[src/tsw_pkg.sv]
// constants, register map and types shared by the two-stage watchdog files
// assumes a 25 MHz ref_clk_i and a 32-bit AHB-Lite register port
package tsw_pkg;

    // clock and timebases
    localparam int CLK_HZ  = 25_000_000;
    localparam int TB1_HZ  = 32_768;
    localparam int TB2_HZ  = 10_000;
    localparam int TB1_DIV = (CLK_HZ + TB1_HZ / 2) / TB1_HZ;
    localparam int TB2_DIV = CLK_HZ / TB2_HZ;

    // counter and option field widths
    localparam int STG1_W = 16;
    localparam int STG2_W = 8;
    localparam int OPT_W  = 7;

    // register byte offsets
    localparam logic [7:0] ADDR_CMD    = 8'h00;
    localparam logic [7:0] ADDR_RELOAD1 = 8'h04;
    localparam logic [7:0] ADDR_RELOAD2 = 8'h08;
    localparam logic [7:0] ADDR_OPTIONS = 8'h0c;
    localparam logic [7:0] ADDR_STATUS  = 8'h10;
    localparam logic [7:0] ADDR_COUNT   = 8'h14;

    // command bits
    localparam int CMD_ARM     = 0;
    localparam int CMD_DISABLE = 1;
    localparam int CMD_RETRIG  = 2;

    // option flags, first variant
    localparam logic [OPT_W-1:0] V1_SCI   = 7'h01;
    localparam logic [OPT_W-1:0] V1_NMI   = 7'h02;
    localparam logic [OPT_W-1:0] V1_SMI   = 7'h04;
    localparam logic [OPT_W-1:0] V1_RST   = 7'h08;
    localparam logic [OPT_W-1:0] V1_FALL  = 7'h10;
    localparam logic [OPT_W-1:0] V1_EARLY = 7'h20;
    localparam logic [OPT_W-1:0] V1_HWEN  = 7'h40;

    // option flags, second variant
    localparam logic [OPT_W-1:0] V2_HWEN  = 7'h01;
    localparam logic [OPT_W-1:0] V2_FALL  = 7'h02;
    localparam logic [OPT_W-1:0] V2_EARLY = 7'h04;
    localparam logic [OPT_W-1:0] V2_RST   = 7'h08;
    localparam logic [OPT_W-1:0] V2_NMI   = 7'h10;
    localparam logic [OPT_W-1:0] OPT_NONE = 7'h00;

    typedef enum logic [1:0] {
        TSW_OFF,
        TSW_STAGE1,
        TSW_STAGE2,
        TSW_FIRED
    } tsw_state_t;

endpackage : tsw_pkg

[src/tsw_stage_cnt.sv]
// one watchdog stage: reloadable down-counter with expiry flag
// assumes tick_i is a one-cycle pulse from tsw_tick
`timescale 1ns/1ps
module tsw_stage_cnt #(
    parameter int W = 16
) (
    // clock and reset
    input  wire logic         ref_clk_i,
    input  wire logic         rst_i,
    // control
    input  wire logic         load_i,
    input  wire logic [W-1:0] reload_i,
    input  wire logic         en_i,
    input  wire logic         tick_i,
    // status
    output logic [W-1:0]      count_o,
    output logic              expired_o
);
    import tsw_pkg::*;

    typedef struct packed {
        logic [W-1:0] cnt;
    } tsw_cnt_st_t;

    tsw_cnt_st_t q, d;

    assign count_o   = q.cnt;
    assign expired_o = en_i && (q.cnt == '0); // RULE_20

    always_comb begin
        d = q;
        if (load_i) begin
            d.cnt = reload_i;
        end else if (en_i && tick_i && q.cnt != '0) begin
            d.cnt = q.cnt - W'(1); // RULE_20
        end
    end

    always_ff @(posedge ref_clk_i) begin
        if (rst_i) begin
            q <= '0;
        end else begin
            q <= d;
        end
    end
endmodule : tsw_stage_cnt

[src/tsw_tick.sv]
// timebase tick generator for the watchdog stages
// assumes run_i is low whenever the prescaler must restart
`timescale 1ns/1ps
module tsw_tick #(
    parameter int DIV = 763
) (
    // clock and reset
    input  wire logic ref_clk_i,
    input  wire logic rst_i,
    // control
    input  wire logic run_i,
    output logic      tick_o
);
    import tsw_pkg::*;

    typedef struct packed {
        logic [11:0] cnt;
    } tsw_tick_st_t;

    localparam logic [11:0] LAST = 12'(DIV - 1);

    tsw_tick_st_t q, d;

    assign tick_o = run_i && (q.cnt == LAST);

    always_comb begin
        d = q;
        if (!run_i || q.cnt == LAST) begin
            d.cnt = '0;
        end else begin
            d.cnt = q.cnt + 12'h001;
        end
    end

    always_ff @(posedge ref_clk_i) begin
        if (rst_i) begin
            q <= '0;
        end else begin
            q <= d;
        end
    end
endmodule : tsw_tick

[src/tsw_top.sv]
// two-stage watchdog with AHB-Lite register port
// assumes a single AHB-Lite master; retrigger pin is asynchronous to ref_clk_i
// Notes on behaviour
// RULE_01 - variant one: 16-bit first stage ticking at 32.768 kHz
// RULE_02 - variant two: both stages tick at 10 kHz, first stage stays 16 bits
// RULE_03 - armed circuit forces hard reset unless disarmed or retriggered in time
// RULE_04 - first-stage expiry drives the warning output
// RULE_05 - first-stage expiry starts the second stage
// RULE_06 - variant one: expiry raises selected NMI, SYSTEM_CONTROLLER_IRQ, SYSTEM_MANAGEMENT_IRQ and reset
// RULE_07 - variant two: expiry raises selected NMI and reset
// RULE_08 - software retrigger is accepted once armed, until the second stage runs, and restarts the first stage
// RULE_09 - enabled hardware retrigger pin restarts first stage, else ignored
// RULE_10 - second stage has an 8-bit reload on the same timebase
// RULE_11 - second-stage expiry always produces hardware reset
// RULE_12 - once second stage runs, only disable prevents the reset
// RULE_13 - variant one option flag bit assignments
// RULE_14 - variant two option flag bit assignments
// RULE_15 - arm loads both reloads, applies options, then arms
// RULE_16 - disable stops both stages and all outputs
// RULE_17 - retrigger reloads both counters with their reload values
// RULE_18 - software retrigger while disabled re-enables with the last armed setup
// RULE_19 - software must arm before any retrigger
// RULE_20 - armed stage counts down once per tick, expires at zero
`timescale 1ns/1ps
module tsw_top #(
    parameter bit VARIANT = 1'b0
) (
    // clock and reset
    input  wire logic        ref_clk_i,
    input  wire logic        rst_i,
    // ahb-lite slave
    input  wire logic        hsel_i,
    input  wire logic [31:0] haddr_i,
    input  wire logic [1:0]  htrans_i,
    input  wire logic        hwrite_i,
    input  wire logic [2:0]  hsize_i,
    input  wire logic [31:0] hwdata_i,
    input  wire logic        hready_i,
    output logic             hreadyout_o,
    output logic             hresp_o,
    output logic [31:0]      hrdata_o,
    // watchdog pins
    input  wire logic        retrigger_input_i,
    output logic             warning_output_o,
    output logic             nmi_o,
    output logic             system_controller_irq_o,
    output logic             system_management_irq_o,
    output logic             hw_reset_o
);
    import tsw_pkg::*;

    // option decode per variant
    localparam logic [OPT_W-1:0] M_SCI   = VARIANT ? OPT_NONE : V1_SCI;   // RULE_13
    localparam logic [OPT_W-1:0] M_SMI   = VARIANT ? OPT_NONE : V1_SMI;   // RULE_13
    localparam logic [OPT_W-1:0] M_NMI   = VARIANT ? V2_NMI   : V1_NMI;   // RULE_14
    localparam logic [OPT_W-1:0] M_RST   = VARIANT ? V2_RST   : V1_RST;   // RULE_14
    localparam logic [OPT_W-1:0] M_FALL  = VARIANT ? V2_FALL  : V1_FALL;  // RULE_14
    localparam logic [OPT_W-1:0] M_EARLY = VARIANT ? V2_EARLY : V1_EARLY; // RULE_14
    localparam logic [OPT_W-1:0] M_HWEN  = VARIANT ? V2_HWEN  : V1_HWEN;  // RULE_14
    localparam int TB_DIV = VARIANT ? TB2_DIV : TB1_DIV; // RULE_01 RULE_02

    typedef struct packed {
        tsw_state_t        st;
        logic              cfg;
        logic              wr_pend;
        logic [7:0]        waddr;
        logic [STG1_W-1:0] rl1_stg;
        logic [STG2_W-1:0] rl2_stg;
        logic [OPT_W-1:0]  opt_stg;
        logic [STG1_W-1:0] rl1;
        logic [STG2_W-1:0] rl2;
        logic [OPT_W-1:0]  opt;
        logic              sync1;
        logic              sync2;
        logic              sync3;
        logic [31:0]       rdata;
        logic              warn;
        logic              nmi;
        logic              system_controller_irq;
        logic              system_management_irq;
        logic              hrst;
    } tsw_top_st_t;

    tsw_top_st_t q, d;

    logic              arm;
    logic              dis;
    logic              sw_trig;
    logic              hw_edge;
    logic              hw_trig;
    logic              load;
    logic              late;
    logic              rd_take;
    logic [STG1_W-1:0] rl1_new;
    logic [STG2_W-1:0] rl2_new;
    logic              tick;
    logic              exp1;
    logic              exp2;
    logic [STG1_W-1:0] cnt1;
    logic [STG2_W-1:0] cnt2;

    assign hreadyout_o             = 1'b1;
    assign hresp_o                 = 1'b0;
    assign hrdata_o                = q.rdata;
    assign warning_output_o        = q.warn;
    assign nmi_o                   = q.nmi;
    assign system_controller_irq_o = q.system_controller_irq;
    assign system_management_irq_o = q.system_management_irq;
    assign hw_reset_o              = q.hrst;

    tsw_tick #(
        .DIV (TB_DIV)
    ) u_tick (
        .ref_clk_i (ref_clk_i),
        .rst_i     (rst_i),
        .run_i     ((q.st == TSW_STAGE1 || q.st == TSW_STAGE2) && !load),
        .tick_o    (tick)
    );

    tsw_stage_cnt #(
        .W (STG1_W)
    ) u_stage1 (
        .ref_clk_i (ref_clk_i),
        .rst_i     (rst_i),
        .load_i    (load),
        .reload_i  (rl1_new),
        .en_i      (q.st == TSW_STAGE1),
        .tick_i    (tick),
        .count_o   (cnt1),
        .expired_o (exp1)
    );

    tsw_stage_cnt #(
        .W (STG2_W)
    ) u_stage2 (
        .ref_clk_i (ref_clk_i),
        .rst_i     (rst_i),
        .load_i    (load),
        .reload_i  (rl2_new),
        .en_i      (q.st == TSW_STAGE2),
        .tick_i    (tick),
        .count_o   (cnt2),
        .expired_o (exp2)
    );

    always_comb begin
        d       = q;
        arm     = 1'b0;
        dis     = 1'b0;
        sw_trig = 1'b0;
        load    = 1'b0;
        rl1_new = q.rl1;
        rl2_new = q.rl2;

        // bus: write data phase
        rd_take   = hsel_i && htrans_i[1] && hready_i && !hwrite_i;
        d.wr_pend = hsel_i && htrans_i[1] && hready_i && hwrite_i;
        d.waddr   = haddr_i[7:0];
        if (q.wr_pend) begin
            case (q.waddr)
                ADDR_CMD: begin
                    arm     = hwdata_i[CMD_ARM];
                    dis     = hwdata_i[CMD_DISABLE];
                    sw_trig = hwdata_i[CMD_RETRIG]; // RULE_08
                end
                ADDR_RELOAD1: d.rl1_stg = hwdata_i[STG1_W-1:0];
                ADDR_RELOAD2: d.rl2_stg = hwdata_i[STG2_W-1:0];
                ADDR_OPTIONS: d.opt_stg = hwdata_i[OPT_W-1:0];
                default: ;
            endcase
        end

        // bus: read data captured at the address phase
        d.rdata = '0;
        if (rd_take) begin
            case (haddr_i[7:0])
                ADDR_RELOAD1: d.rdata = {16'h0000, q.rl1_stg};
                ADDR_RELOAD2: d.rdata = {24'h000000, q.rl2_stg};
                ADDR_OPTIONS: d.rdata = {25'h0000000, q.opt_stg};
                ADDR_STATUS:  d.rdata = {29'h00000000, q.cfg, q.st};
                ADDR_COUNT:   d.rdata = {8'h00, cnt2, cnt1};
                default:      d.rdata = '0;
            endcase
        end

        // retrigger pin: two-stage sync, then edge detect
        d.sync1 = retrigger_input_i;
        d.sync2 = q.sync1;
        d.sync3 = q.sync2;
        hw_edge = |(q.opt & M_FALL) ? (q.sync3 && !q.sync2) : (!q.sync3 && q.sync2);
        hw_trig = hw_edge && |(q.opt & M_HWEN); // RULE_09

        if (dis) begin
            d.st = TSW_OFF; // RULE_16 RULE_12
        end else if (arm) begin
            d.rl1 = q.rl1_stg; // RULE_15
            d.rl2 = q.rl2_stg;
            d.opt = q.opt_stg;
            d.cfg = 1'b1;
            if (q.st == TSW_OFF || q.st == TSW_STAGE1) begin
                rl1_new = q.rl1_stg;
                rl2_new = q.rl2_stg;
                load    = 1'b1;
                d.st    = TSW_STAGE1; // RULE_03
            end
        end else if (sw_trig && q.cfg && q.st == TSW_OFF) begin
            load = 1'b1; // RULE_18 RULE_19
            d.st = TSW_STAGE1;
        end else if ((sw_trig || hw_trig) && q.st == TSW_STAGE1) begin
            load = 1'b1; // RULE_17 RULE_08 RULE_09
        end else begin
            case (q.st)
                TSW_STAGE1: if (exp1) d.st = TSW_STAGE2; // RULE_05
                TSW_STAGE2: if (exp2) d.st = TSW_FIRED;  // RULE_10
                default: ;
            endcase
        end

        // pin outputs follow the next state
        late   = (d.st == TSW_STAGE2) || (d.st == TSW_FIRED);
        d.nmi  = late && |(d.opt & M_NMI); // RULE_06 RULE_07
        d.system_controller_irq  = late && |(d.opt & M_SCI); // RULE_06
        d.system_management_irq  = late && |(d.opt & M_SMI); // RULE_06
        d.hrst = (d.st == TSW_FIRED) || (late && |(d.opt & M_RST)); // RULE_11 RULE_03
        if (|(d.opt & M_EARLY)) begin
            d.warn = late; // RULE_04
        end else begin
            d.warn = (q.st == TSW_STAGE1) && (d.st == TSW_STAGE2); // RULE_04
        end
    end

    always_ff @(posedge ref_clk_i) begin
        if (rst_i) begin
            q <= '0;
        end else begin
            q <= d;
        end
    end

    // checks
    logic quiet;
    assign quiet = !arm && !dis && !sw_trig && !hw_trig;
endmodule : tsw_top

[config.mk]
export PLATFORM = sky130hd
export DESIGN_NAME = tsw_top
export DESIGN_NICKNAME = d
export VERILOG_FILES = /design/src/tsw_pkg.sv /design/src/tsw_stage_cnt.sv /design/src/tsw_tick.sv /design/src/tsw_top.sv
export SDC_FILE = /design/constraint.sdc
export NUM_CORES = 1
export LEC_CHECK = 0
export BUFFER_PORTS_ARGS = -buffer_cell sky130_fd_sc_hd__buf_2
export CORE_MARGIN = 2
export CORE_UTILIZATION = 35
export DETAILED_ROUTE_END_ITERATION = 12
export GPL_TIMING_DRIVEN = 1
export MAX_ROUTING_LAYER = met4
export PLACE_DENSITY = 0.63
export SETUP_SLACK_MARGIN = 0.05
export SYNTH_ARGS = -nofsm -noshare
export SYNTH_HDL_FRONTEND = slang
export SYNTH_SLANG_ARGS = --single-unit
[constraint.sdc]
create_clock -name ref_clk_i -period 3.1 [get_ports ref_clk_i]
set_input_delay 0.465 -clock ref_clk_i [delete_from_list [all_inputs] [get_ports ref_clk_i]]
set_output_delay 0.465 -clock ref_clk_i [all_outputs]
set_load 0.005 [all_outputs]
==> results of run 1 <==
placed cells by master (no fill, tap or decap), drive strengths merged, types with 3 or more instances in the layout:
| cell type | n |
|---|---|
| dfxtp | 142 |
| nor2 | 80 |
| buf | 74 |
| nand2 | 70 |
| a21oi | 45 |
| o21ai | 34 |
| nand3 | 33 |
| mux2i | 32 |
| clkbuf | 22 |
| nor2b | 17 |
| a41o | 16 |
| and3 | 15 |
| a22oi | 14 |
| or3 | 12 |
| a31oi | 12 |
| xnor2 | 12 |
| nor3 | 11 |
| inv | 11 |
| xor2 | 10 |
| ha | 10 |
| conb | 10 |
| or4 | 9 |
| mux2 | 7 |
| and4 | 7 |
| nand4 | 7 |
| nor4 | 6 |
| a211oi | 6 |
| nor4b | 6 |
| a222oi | 5 |
| or2 | 5 |
| bufinv | 5 |
| nand3b | 4 |
| nand2b | 3 |
| o31ai | 3 |
| o41ai | 3 |
| a311oi | 3 |
report_power, final:
group / total, uW / switching [uW] / internal (uW)
combinational: 104 / 64.7 / 38.9
clock: 2290 / 780 / 1510
sequential: 1840 / 5.50 / 1830
total: 4230 / 851 / 3380
worst max-delay path by stage:
stage,slack [ps],start,cells after the start,endpoint
6_report,370,q[112],7,u_stage2.count_o[1]
5_1_grt,210,q[112],7,u_stage2.count_o[1]
4_1_cts,360,q[112],7,u_stage2.count_o[1]
3_5_place_dp,360,q[112],7,u_stage2.count_o[1]
3_3_place_gp,400,q[112],7,u_stage2.count_o[1]
2_1_floorplan,650,q[112],8,u_stage2.count_o[1]
cell families after synthesis:
group | Yosys count | synth area share [%]
DFF | 142 | 42.7
other | 2 | 0.113
muxes | 39 | 6.00
adders and majority gates | 10 | 1.88
and+or+nand+nor | 297 | 23.7
AOI/OAI and AO/OA | 152 | 15.2
xor gates and xnor gates | 22 | 2.90
buffers and inverters | 93 | 7.44
routing by layer:
metal	GRT usage, %	routed length, microns
met1	24.1	8140
met2	26.5	7480
met3	3.04	866
met4	6.16	228
met5	-	0
registers in the layout, indices dropped and copies added (netlist names):
name                     cells
hw_reset_o                   1
system_management_irq_o      1
system_controller_irq_o      1
warning_output_o             1
hrdata_o                    24
u_stage2.count_o             8
d                            2
u_tick.q                    12
q                           75
u_stage1.count_o            16
nmi_o                        1
per-stage QoR:
stage                     total power, uW  setup slack, ps  instances
after floorplan                      1950              648        765
after global placement               1980              401        990
after detailed placement             1980              356        990
after CTS                            4260              357       1021
after global routing                 4350              213       1021
final                                4230              375       1021
final cells by class:
cell class	count	area [sq um]	share of cell area, %
sequential	142	2840	37.2
tap	234	293	3.83
clock inverter	9	180	2.36
timing repair buffer	74	448	5.86
multi-input combinational	530	3360	43.9
clock buffer	22	484	6.34
inverter	10	37.5	0.491
worst reg2reg max path, stage by stage (launching register included):
cell	delay (ps)
dfxtp_1	430
inv_1	110
ha_1	430
or3b_1	360
or4_1	560
or2_2	360
a221oi_1	250
a311oi_1	70
==> qor.yml, run 1 <==
synth-edff-count: 0
worstHoldStart: "retrigger_input_i"
antenna_found_initial: 0
ctsResizeCount: 0
clock_latency_ps: 420
viasPerCell: 5.29
ys_types: 64
drtIter0Drc: 470
finalCritPeriodShare_pct: 87.9
maxSlewViolCount: 0
start_util_pct: 35.6
cp_slowest_cell: "or4_1"
die_w_microns: 142
finalSetupTns_ps: 0
min_path_type: "in -> reg"
h-tree-depth: 4
drcViolationCount: 0
required_ps: 3380
cp_num_buf_inv: 1
fillers: 1843
worst-r2r-setup-slack_ps: 370
relSlewSlack_pct: 50.4
max_stage_delay_ps: 560
netlist_instances: 757
ys_ff_latch: 142
routed_wl_mm: 16.7
drive_gt1_share_pct: 16.4
fin_area_sq_um: 7640
worstPathArrival_ps: 3000
cts_made_buffers: 17
gp_congestion: 0.893
syn_area_sq_um: 6660
period_needed_ps: 2730
core_area_sq_um: 18700
crit_type: "reg -> reg"
path_cells: "inv_1 > ha_1 > or3b_1 > or4_1 > or2_2 > a221oi_1 > a311oi_1"
start_kind: "register"
nets: 860
grt_pass1_wl_mm: 27.0
cts_hold_buf: 0
grt_max_degree: 66
min_delay_path_depth: 2
path_clk_slew_ps: 60
diodes: 0
hpwlAfterDp_mm: 11.4
max_cap_violations: 0
reg2reg_depth: 7
rows: 50
cts_tree: "built"
area_growth_syn_to_layout_pct: 14.8
grt_pass1_vias: 5012
fmax_mhz: 367
dieArea_sq_um: 20100
drt_first_pass_iters: 5
r2r_end: "u_stage2.count_o[1]"
clock_path_buffers: 2
cp-end-kind: "register"
yosysSeqAreaShare_pct: 42.7
wire_per_inst_microns: 16.4
worstHoldEndpoint: "d[38]"
die_h_microns: 142
rsz0062_at_grt: "false"
synth_top_cells_by_count: "142 x dfxtp_1, 80 x nor2_1, 69 x nand2_1"
postRouteAntennaNets: 0
cp_max_fo: 8
grt_overflow: 0
hold-worst-slack_ps: 255
outcome: "completed"
synth_area_leaders: "dfxtp_1 43%, mux2i_1 4.8%, nor2_1 4.5%, nand2_1 3.9%, buf_4 3.8%"
io_pins: 114
cts_sinks: 142
post_dp_cell_area_sq_um: 6980
grt_use_total_pct: 17.7
max-vdd-ir-drop_v: 0.000367
setup_viol: 0
synth_top_cell_by_area: "dfxtp_1"
utilization_pct: 40.8
fin_skew_ps: 8.15
timing.rr.start: "q[112]"
synth_most_common_cell: "dfxtp_1"
cp_top_family: "simple AND/OR/NAND/NOR gates"
async_flop_share_pct: 0
syn_area_per_cell_sq_um: 8.79
vias: 5399
p_leak_uw: 0.00313
netlist.area_leader.share_pct: 42.7
post_cts_buffers: 0
cts-root-buf: "clkbuf_16"
synth_ff_type: "dfxtp_1"
portBuffers: 59
hold_viol: 0
worst_pin_slew_ps: 734
p_per_area_nw_per_um2: 554
yosysWarnings: 0
No activity file was read; power rests on OpenSTA's default activity.
==> inputs of run 2 (changes only) <==
clock period = 2.7 ns   (was 3.1 ns; I/O delays follow)
==> qor.yml, run 2 (same netlist as run 1, synthesis figures left out) <==
maxSlewViolCount: 0  # unchanged
portBuffers: 59  # unchanged
finalSetupTns_ps: 0  # unchanged
vias: 5498  # +1.8%
max-vdd-ir-drop_v: 0.000416  # +13%
min_path_type: "in -> reg"
drive_gt1_share_pct: 17.9  # +1.5 points
required_ps: 3030  # -350 ps
post_cts_buffers: 0  # unchanged
nets: 874  # +1.6%
die_h_microns: 142  # unchanged
cts_sinks: 142  # unchanged
p_sw_share_pct: 21.5  # +1.4 points
hpwlAfterDp_mm: 11.4  # +0.24%
final_cell_mix: "142 x dfxtp_1, 80 x nor2_1, 69 x nand2_1"
power_frac_clock_pct: 50.5  # -3.6 points
p_per_area_nw_per_um2: 590  # +6.4%
fmax_mhz: 417  # +14%
worst-r2r-setup-slack_ps: 300  # -70 ps
worst_pin_slew_ps: 739  # +4.86 ps
layout_commonest_cell: "dfxtp_1"
p_int_uw: 3550  # +5.0%
crit_type: "reg -> reg"
max_stage_delay_ps: 680  # +120 ps
grt_pass1_vias: 5143  # +2.6%
power_frac_seq_pct: 46.7  # +3.3 points
fillers: 1867  # +1.3%
hold_viol: 0  # unchanged
cts-root-buf: "clkbuf_16"
start_kind: "register"
fin_skew_ps: 10.1  # +1.91 ps
diodes: 0  # unchanged
drtIter0Drc: 373  # -21%
path_clk_slew_ps: 60  # about the same
period_needed_ps: 2400  # -326 ps
outcome: "completed"
wire_per_inst_microns: 16.3  # -0.15%
area_growth_syn_to_layout_pct: 15.3
path_cells: "or4_1 > nor4b_4 > a31oi_1 > or3_1 > a311oi_2"
dp_cells: 1004  # +1.4%
max_cap_violations: 0  # unchanged
rows: 50  # unchanged
grt_use_total_pct: 17.6  # -0.052 points
drcViolationCount: 0  # unchanged
regMostFlops: "q"
comb_power_share_pct: 2.8  # +0.4 points
routed_wl_mm: 16.9  # +1.2%
cts_made_buffers: 17  # unchanged
largest_register_ffs: 75  # unchanged
cp_max_fo: 8  # unchanged
antenna_found_initial: 0  # unchanged
gp_congestion: 0.842  # -5.7%
start_util_pct: 35.6  # unchanged
cp_slowest_cell: "or4_1"
finalCritPeriodShare_pct: 88.8  # +0.93 points
h-tree-depth: 4  # unchanged
layoutNonFillerInstCount: 1035  # +1.4%
drt_first_pass_iters: 5  # unchanged
grt_overflow: 0  # unchanged
die_w_microns: 142  # unchanged
postRouteAntennaNets: 0  # unchanged
p_leak_uw: 0.00315  # +0.63%
p_switching_uw: 971  # +14%
worstPathArrival_ps: 2730  # -270 ps
clock_latency_ps: 430  # about the same
clock_path_buffers: 2  # unchanged
core_area_sq_um: 18700  # unchanged
dieArea_sq_um: 20100  # unchanged
relSlewSlack_pct: 50.6  # +0.20 points
io_pins: 114  # unchanged
grt_pass1_wl_mm: 27.0  # +0.26%
viasPerCell: 5.31  # +0.46%
rsz0062_at_grt: "false"
ctsResizeCount: 0  # unchanged
cts_tree: "built"
grt_max_degree: 103  # +56%
cp-end-kind: "register"
cts_hold_buf: 0  # unchanged
setup_viol: 0  # unchanged
-- run 2: changes by cell type in the layout (fill, tap and decap cells not counted), sizes merged --
cell,delta
clkinvlp,+5
inv,-1
bufinv,-3
buf,+14
clkbuf,-1
-- run 2: worst max-delay path, delay by kind of cell (launching register included) --
family           cells  cell delay (ps)
AO/OA/AOI/OAI        2              450
flip-flops           1              350
AND/OR/NAND/NOR      3             1490
-- run 2: final timing paths --
| path | depth (start not counted) | from | endpoint |
|---|---|---|---|
| worst min-delay path | 2 | rst_i | q[108] |
| worst max-delay path | 5 | u_stage1.count_o[3] | warning_output_o |
| worst min register to register | 1 | d[38] | d[37] |
| worst max register to register | 5 | u_stage1.count_o[3] | warning_output_o |
-- run 2: per-layer routing --
metal	vias to the layer above	global-route usage, %	share of wire [%]
met1	2599	23.8	48
met4	0	5.68	1.1
met5	-	-	0
li1	2730	-	-
met2	154	26.1	45
met3	15	3.98	5.9
-- run 2: layout make-up --
type | instances | area (sq um) | area share [%]
Multi-Input combinational cell | 530 | 3360 | 43.8
Sequential cell | 142 | 2840 | 37.0
Timing Repair Buffer | 88 | 566 | 7.37
Clock buffer | 21 | 460 | 6.00
Tap cell | 234 | 293 | 3.82
Clock inverter | 10 | 115 | 1.50
Inverter | 10 | 37.5 | 0.489
-- run 2: stage by stage --
| stage | total power (uW) | hold WS, ps | util (%) | setup WS, ps | cell area (sq um) |
|---|---|---|---|---|---|
| 4_1_cts | 4570 | 169 | 41.0 | 202 | 7670 |
| 6_report | 4520 | 185 | 41.0 | 301 | 7670 |
| 3_3_place_gp | 2280 | 419 | 37.9 | 235 | 7090 |
| 5_1_grt | 4670 | 174 | 41.0 | 143 | 7670 |
| 3_5_place_dp | 2280 | 427 | 37.9 | 212 | 7090 |
| 2_1_floorplan | 2240 | 414 | - | 248 | 6690 |
-- run 2: power groups by stage --
stage	sequential (uW)	clock (uW)	combinational (uW)
after detailed placement	2160	0	125
after CTS	2110	2330	126
after global routing	2110	2420	138
final	2110	2290	126
after floorplan	2160	0	79.7
after global placement	2160	0	124
